[src/spi_port_regs.svh]
// constants of the spi register access port: command word layout, word size, timing
// assumes nothing; included by its bare name
`ifndef SPI_PORT_REGS_SVH
`define SPI_PORT_REGS_SVH

`define SPI_WORD_BITS 16
`define SPI_ADDR_BITS 10
`define SPI_CMD_EN_HI 15
`define SPI_CMD_EN_LO 11
`define SPI_CMD_RW_BIT 10
`define SPI_CMD_ADDR_HI 9
`define SPI_CMD_ENABLE_PAT 5'h1C
`define SPI_CMD_RW_READ 1'h1
`define SPI_LAST_BIT 4'hF
`define SPI_MAX_ADDR_DEF 10'h3FF
`define SPI_SYNC_RST 3'h4
`define SPI_CORE_CLK_NS 20
`define SPI_LINK_CLK_NS 160
`define SPI_CLKS_PER_LINK (`SPI_LINK_CLK_NS / `SPI_CORE_CLK_NS)

`endif

[src/spi_port_pkg.sv]
// types shared by the spi register access port
// assumes nothing; the state width is fixed here at 5 bits
package spi_port_pkg;
  typedef enum logic [4:0] {
    ST_IDLE = 5'h01,
    ST_CMD = 5'h02,
    ST_WR = 5'h04,
    ST_RD = 5'h08,
    ST_SKIP = 5'h10
  } port_state_t;
endpackage

[src/spi_pin_sync.sv]
// two flip-flop synchroniser for a group of pins from outside the core clock domain
// assumes pins are quasi-static relative to the core clock (link slower by several times)
`timescale 1ns/10ps
module spi_pin_sync #(
  parameter int W = 3,
  parameter logic [W-1:0] RST_VAL = '0
) (
  // clock and reset
  input wire logic i_core_clk,
  input wire logic i_nrst,
  input wire logic i_ce,
  // pins in, synchronised out
  input wire logic [W-1:0] i_pins,
  output logic [W-1:0] o_pins_s
);
  logic [W-1:0] meta;

  genvar g;
  generate
    for (g = 0; g < W; g++) begin : g_bit
      always_ff @(posedge i_core_clk or negedge i_nrst) begin
        if (!i_nrst) begin
          meta[g] <= RST_VAL[g];
          o_pins_s[g] <= RST_VAL[g];
        end else if (i_ce) begin
          meta[g] <= i_pins[g];
          o_pins_s[g] <= meta[g];
        end
      end
    end
  endgenerate
endmodule

[src/spi_register_access_port.sv]
// spi slave port giving a host read and write access to 16-bit internal registers
// assumes a register file that answers i_reg_rdata combinationally from o_reg_addr
// and takes o_reg_wdata on the o_reg_wr pulse; sclk runs well below core clock / 4
//
// Notes on behaviour
// - sdi is taken on rising sclk, sdo changes on falling sclk.
// - command bits 15..11 must hold 11100 or no transaction starts.
// - command bit 10 high means read, low means write.
// - command bits 9..0 load the address pointer for the first register.
// - a write shifts in a 16-bit word and stores it at the pointer.
// - further write words go to successive registers after pointer increment.
// - a write accepts words until chip select rises or the top register is written.
// - pointer never wraps; writes beyond the top register are discarded.
// - framing works whether sclk idles high or low.
// - reads need 16 sclk pulses per word, shifted out on sdo.
// - first read bit follows the last command bit with no dummy cycles.
// - read pointer advances by one after each 16-bit word sent below the top address.
// - a read ends when chip select rises.
// - at the top address a read keeps sending the last register.
// - sdo is high impedance except while shifting read data.
// - every register is 16 bits, one per data word.
`timescale 1ns/10ps
`include "spi_port_regs.svh"
module spi_register_access_port #(
  parameter logic [`SPI_ADDR_BITS-1:0] MAX_ADDR = `SPI_MAX_ADDR_DEF
) (
  // clock, reset, enable
  input wire logic i_core_clk,
  input wire logic i_nrst,
  input wire logic i_ce,
  // spi pins
  input wire logic i_spi_cs_n,
  input wire logic i_spi_sclk,
  input wire logic i_spi_sdi,
  output logic o_spi_sdo,
  output logic o_spi_sdo_oe,
  // register file
  output logic [`SPI_ADDR_BITS-1:0] o_reg_addr,
  output logic o_reg_wr,
  output logic [`SPI_WORD_BITS-1:0] o_reg_wdata,
  input wire logic [`SPI_WORD_BITS-1:0] i_reg_rdata
);
  spi_port_pkg::port_state_t st;
  logic [2:0] pins_s;
  logic cs_n_s;
  logic sclk_s;
  logic sdi_s;
  logic sclk_d;
  logic rise;
  logic fall;
  logic [3:0] bit_cnt;
  logic [3:0] tx_cnt;
  logic [`SPI_WORD_BITS-1:0] rx_shift;
  logic [`SPI_WORD_BITS-1:0] tx_shift;
  logic [`SPI_WORD_BITS-1:0] next_word;
  logic word_done;
  logic cmd_ok;
  logic at_top;
  logic full;

  spi_pin_sync #(
    .W(3),
    .RST_VAL(`SPI_SYNC_RST)
  ) u_sync (
    .i_core_clk(i_core_clk),
    .i_nrst(i_nrst),
    .i_ce(i_ce),
    .i_pins({i_spi_cs_n, i_spi_sclk, i_spi_sdi}),
    .o_pins_s(pins_s)
  );

  assign cs_n_s = pins_s[2];
  assign sclk_s = pins_s[1];
  assign sdi_s = pins_s[0];

  // edges count only while selected, so the idle sclk level never forms a bit
  assign rise = sclk_s & ~sclk_d & ~cs_n_s;
  assign fall = ~sclk_s & sclk_d & ~cs_n_s;
  assign next_word = {rx_shift[`SPI_WORD_BITS-2:0], sdi_s};
  assign word_done = rise && (bit_cnt == `SPI_LAST_BIT);
  assign cmd_ok = next_word[`SPI_CMD_EN_HI:`SPI_CMD_EN_LO] == `SPI_CMD_ENABLE_PAT;
  assign at_top = o_reg_addr == MAX_ADDR;
  assign o_spi_sdo = tx_shift[`SPI_WORD_BITS-1];

  always_ff @(posedge i_core_clk or negedge i_nrst) begin
    if (!i_nrst) begin
      sclk_d <= 1'h0;
    end else if (i_ce) begin
      sclk_d <= sclk_s;
    end
  end

  // framing: a raised chip select ends any transaction, mid-word or not
  always_ff @(posedge i_core_clk or negedge i_nrst) begin
    if (!i_nrst) begin
      st <= spi_port_pkg::ST_IDLE;
    end else if (i_ce) begin
      if (cs_n_s) begin
        st <= spi_port_pkg::ST_IDLE;
      end else begin
        case (st)
          spi_port_pkg::ST_IDLE: begin
            st <= spi_port_pkg::ST_CMD;
          end
          spi_port_pkg::ST_CMD: begin
            if (word_done) begin
              if (!cmd_ok) begin
                st <= spi_port_pkg::ST_SKIP;
              end else if (next_word[`SPI_CMD_RW_BIT] == `SPI_CMD_RW_READ) begin
                st <= spi_port_pkg::ST_RD;
              end else begin
                st <= spi_port_pkg::ST_WR;
              end
            end
          end
          spi_port_pkg::ST_WR, spi_port_pkg::ST_RD, spi_port_pkg::ST_SKIP: begin
            st <= st;
          end
          default: begin
            st <= spi_port_pkg::ST_IDLE;
          end
        endcase
      end
    end
  end

  // receive side: msb first, one bit per rising edge
  always_ff @(posedge i_core_clk or negedge i_nrst) begin
    if (!i_nrst) begin
      bit_cnt <= 4'h0;
      rx_shift <= 16'h0000;
    end else if (i_ce) begin
      if (st == spi_port_pkg::ST_IDLE) begin
        bit_cnt <= 4'h0;
      end else if (rise) begin
        bit_cnt <= 4'(bit_cnt + 4'h1);
        rx_shift <= next_word;
      end
    end
  end

  // write strobe: only complete words, never once the top register was written
  always_ff @(posedge i_core_clk or negedge i_nrst) begin
    if (!i_nrst) begin
      o_reg_wr <= 1'h0;
      o_reg_wdata <= 16'h0000;
    end else if (i_ce) begin
      o_reg_wr <= 1'h0;
      if (st == spi_port_pkg::ST_WR && word_done && !full) begin
        o_reg_wr <= 1'h1;
        o_reg_wdata <= next_word;
      end
    end
  end

  // address pointer: saturates at the top instead of wrapping
  always_ff @(posedge i_core_clk or negedge i_nrst) begin
    if (!i_nrst) begin
      o_reg_addr <= 10'h000;
      full <= 1'h0;
    end else if (i_ce) begin
      if (st == spi_port_pkg::ST_CMD && word_done) begin
        o_reg_addr <= next_word[`SPI_CMD_ADDR_HI:0];
        full <= 1'h0;
      end else if (o_reg_wr) begin
        if (at_top) begin
          full <= 1'h1;
        end else begin
          o_reg_addr <= 10'(o_reg_addr + 10'h001);
        end
      end else if (st == spi_port_pkg::ST_RD && word_done && !at_top) begin
        o_reg_addr <= 10'(o_reg_addr + 10'h001);
      end
    end
  end

  // transmit side: first fall after the command and every 16th after it load a word, other falls shift
  always_ff @(posedge i_core_clk or negedge i_nrst) begin
    if (!i_nrst) begin
      tx_cnt <= 4'h0;
      tx_shift <= 16'h0000;
      o_spi_sdo_oe <= 1'h0;
    end else if (i_ce) begin
      if (st != spi_port_pkg::ST_RD) begin
        tx_cnt <= 4'h0;
        o_spi_sdo_oe <= 1'h0;
      end else if (fall) begin
        tx_cnt <= 4'(tx_cnt + 4'h1);
        o_spi_sdo_oe <= 1'h1;
        if (tx_cnt == 4'h0) begin
          tx_shift <= i_reg_rdata;
        end else begin
          tx_shift <= {tx_shift[`SPI_WORD_BITS-2:0], 1'h0};
        end
      end
    end
  end
endmodule

[config.mk]
export PLATFORM = sky130hd
export DESIGN_NAME = spi_register_access_port
export DESIGN_NICKNAME = d
export VERILOG_FILES = /design/src/spi_port_pkg.sv /design/src/spi_pin_sync.sv /design/src/spi_register_access_port.sv
export VERILOG_INCLUDE_DIRS = /design/src
export SDC_FILE = /design/constraint.sdc
export NUM_CORES = 1
export LEC_CHECK = 0
export BUFFER_PORTS_ARGS = -buffer_cell sky130_fd_sc_hd__buf_2
export CORE_MARGIN = 1.5
export CORE_UTILIZATION = 62
export DETAILED_ROUTE_END_ITERATION = 7
export GPL_TIMING_DRIVEN = 0
export PLACE_DENSITY_LB_ADDON = 0.08
export SLEW_MARGIN = 15
export SYNTH_ARGS = -nofsm -noshare
export SYNTH_HDL_FRONTEND = slang
export SYNTH_SLANG_ARGS = --single-unit
export TNS_END_PERCENT = 100
[constraint.sdc]
create_clock -name i_core_clk -period 4 [get_ports i_core_clk]
set_input_delay 0.4 -clock i_core_clk [delete_from_list [all_inputs] [get_ports i_core_clk]]
set_output_delay 0.4 -clock i_core_clk [all_outputs]
set_load 0.01 [all_outputs]
==> results.json <==
{
  "rsz0062_at_grt": "no",
  "p_per_area_nw_per_um2": 408,
  "rrSetupSlack_ns": 1.58,
  "critPathRequiredTime_ns": 4.23,
  "track_usage": 0.254,
  "syn-cell-area_um2": 3760,
  "cts_buffers": 9,
  "drt-initial-drc-count": 160,
  "num_antenna_cells": 0,
  "gr-total-overflow": 0,
  "crit_end": "o_reg_wdata[12]",
  "synth.area.top_cells": "dfrtp_1 51%, mux2_2 12%, o21ai_0 4.4%",
  "fp.dieH_um": 80.9,
  "cts_tree": "built",
  "syn_inst": 332,
  "critical_path.startpoint": "bit_cnt[0]",
  "post-route-util": 0.742,
  "wl_per_cell_um": 15.9,
  "clk_latency_ns": 0.34,
  "synth_common_cells": "77 x dfrtp_1, 41 x mux2_2, 37 x nand2_1",
  "drv_cap": 0,
  "synth.most_common_cell": "dfrtp_1",
  "crit_type": "flip-flop to flip-flop",
  "hp-class": "input pin to flip-flop",
  "coreArea_um2": 5890,
  "cts_resized": 0,
  "drc": 0,
  "final_area_um2": 4370,
  "fp.dieW_um": 80.9,
  "pin_count": 51,
  "place_ws_ns": 1.49,
  "worstMarginPinSlew_ns": 0.799,
  "regToRegEndpoint": "o_reg_wdata[12]",
  "hold_viol_final": 0,
  "synth_top_cell_area_share": 0.512,
  "drt-pass1-iter-count": 4,
  "grt_pass1_vias": 2704,
  "ys_seq_area_frac": 0.533,
  "cts_setup_buffers": 0,
  "postSynthAreaPerCell_um2": 11.3,
  "final.fill_count": 418,
  "synth_edf_count": 0,
  "die_area_um2": 6540,
  "htree_levels": 3,
  "synth_warnings": 0,
  "worst_setup_hold_path_clk_slew_ns": 0.08,
  "synth-async-reset-ratio": 1.00,
  "cts_buffer_depth": 2,
  "initial_core_util": 0.639,
  "hpwl_um": 5390,
  "final_nets": 421,
  "setup_ws_ns": 1.58,
  "synth_cell_types": 48,
  "startpoint_type": "flip-flop",
  "multi_input_area_um2": 1660,
  "crit_fanout": 10,
  "port_buffers": 50,
  "r2r_start": "bit_cnt[0]",
  "yosys.area.top_type": "dfrtp_1",
  "viasPerCell": 5.85,
  "period_minus_slack_ns": 2.42,
  "fin_skew_ns": 0.00918,
  "syn_to_final_growth_pct": 16.1,
  "fin_tns_setup_ns": 0,
  "r2r_cells": 6,
  "fin_hold_ws_ns": 0.288,
  "ctsRootBufferMaster": "clkbuf_8",
  "placed_cells": 458,
  "worstPathArrival_ns": 2.65,
  "synth-main-ff-cell": "dfrtp_1",
  "cpPeakStageDelay_ns": 0.52,
  "grt_pass1_wl_um": 12600,
  "fin_cells": 475,
  "ys_ff_latch": 80,
  "peakVddDrop_uv": 371,
  "routabilityCongestion": 0.872,
  "final-setup-viol-count": 0,
  "slew_violations": 0,
  "status": "finished, final reports clean",
  "slowest_stage": "clkbuf_1",
  "synth_nets": 358,
  "antenna_found_initial": 0,
  "total_leakage_power_nw": 2.19,
  "cp_cell_sequence": "ha_1 > and3_1 > buf_2 > nand4_1 > clkbuf_1 > mux2_2",
  "ant_nets": 0,
  "timing.final.crit_share": 0.605,
  "placementRows": 28,
  "end_kind": "flip-flop",
  "seqCellArea_um2": 2010,
  "layout-drive-gt1-share": 0.303,
  "cts.sinks": 80,
  "finalWirelength_um": 7570,
  "grt_start_max_net_pins": 53,
  "placed_area_um2": 4140,
  "p_total_mw": 1.78,
  "fmaxAchievable_ghz": 0.413,
  "max_slew_margin": 0.460,
  "via_count": 2777,
  "hold_buffers": 1
}
kinds of logic (layout without fill, tap and decap cells):
group | after synthesis | in the layout | share of synthesized area
mux | 56 | 56 | 0.163
simple gates | 88 | 88 | 0.128
buf+inv | 24 | 92 | 0.0253
fa+ha+maj | 4 | 4 | 0.0133
flops | 80 | 80 | 0.533
xor+xnor | 2 | 2 | 0.00466
compound gates | 78 | 78 | 0.133
final cells by class:
class / count / area share
buffer: 15 / 0.0140
clock buffer: 11 / 0.0324
clock inverter: 5 / 0.0183
inverter: 9 / 0.00773
multi-input combinational: 228 / 0.380
sequential: 80 / 0.459
tap: 75 / 0.0215
timing repair buffer: 52 / 0.0665
how the worst min path moves through the flow:
| stage | cells past startpoint | to | startpoint | slack [ns] |
|---|---|---|---|---|
| global route | 2 | u_sync.meta[2] | i_spi_cs_n | 0.29 |
| detailed placement | 1 | tx_shift[3] | i_nrst | 0.35 |
| global placement | 2 | tx_shift[15] | tx_shift[15] | 0.46 |
| CTS | 2 | u_sync.meta[1] | i_spi_sclk | 0.28 |
| finish | 2 | u_sync.meta[1] | i_spi_sclk | 0.29 |
| floorplan | 0 | bit_cnt[0] | i_nrst | 0.10 |
routing by layer:
metal,track usage,part of all wire,vias to the layer above
met4,0.0759,0.013,0
li1,-,-,1354
met1,0.338,0.46,1345
met2,0.425,0.48,66
met5,0,0,-
met3,0.0461,0.044,12
flip-flops by register name (all words and copies together) (netlist names), 3 cells and up:
register,cells
st,5
rx_shift,15
u_sync.meta,3
tx_cnt,4
o_reg_wdata,16
u_sync.o_pins_s,3
o_reg_addr,10
bit_cnt,4
tx_shift,16
where the power goes:
group / internal, mW / total [mW] / switching [mW] / leakage, nW
clock: 0.368 / 0.647 / 0.279 / 0.106
sequential: 0.862 / 0.935 / 0.0724 / 1.07
combinational: 0.0979 / 0.199 / 0.101 / 1.02
total: 1.33 / 1.78 / 0.453 / 2.19
worst max-delay path, delay by kind of cell, from the launching register on:
kind | cells | cell delay (ns)
buf+inv | 2 | 0.68
simple gates | 2 | 0.58
fa+ha+maj | 1 | 0.23
flops | 1 | 0.41
mux | 1 | 0.40
cells in the final DEF, fill, tap and decap left out, drive strengths merged, types with 8 or more instances in the layout:
cell type / instances
a21oi: 14
buf: 57
clkbuf: 20
dfrtp: 77
inv: 8
mux2: 41
mux2i: 15
nand2: 37
nand3: 10
o21ai: 33
Power figures use the tool's default switching activity.
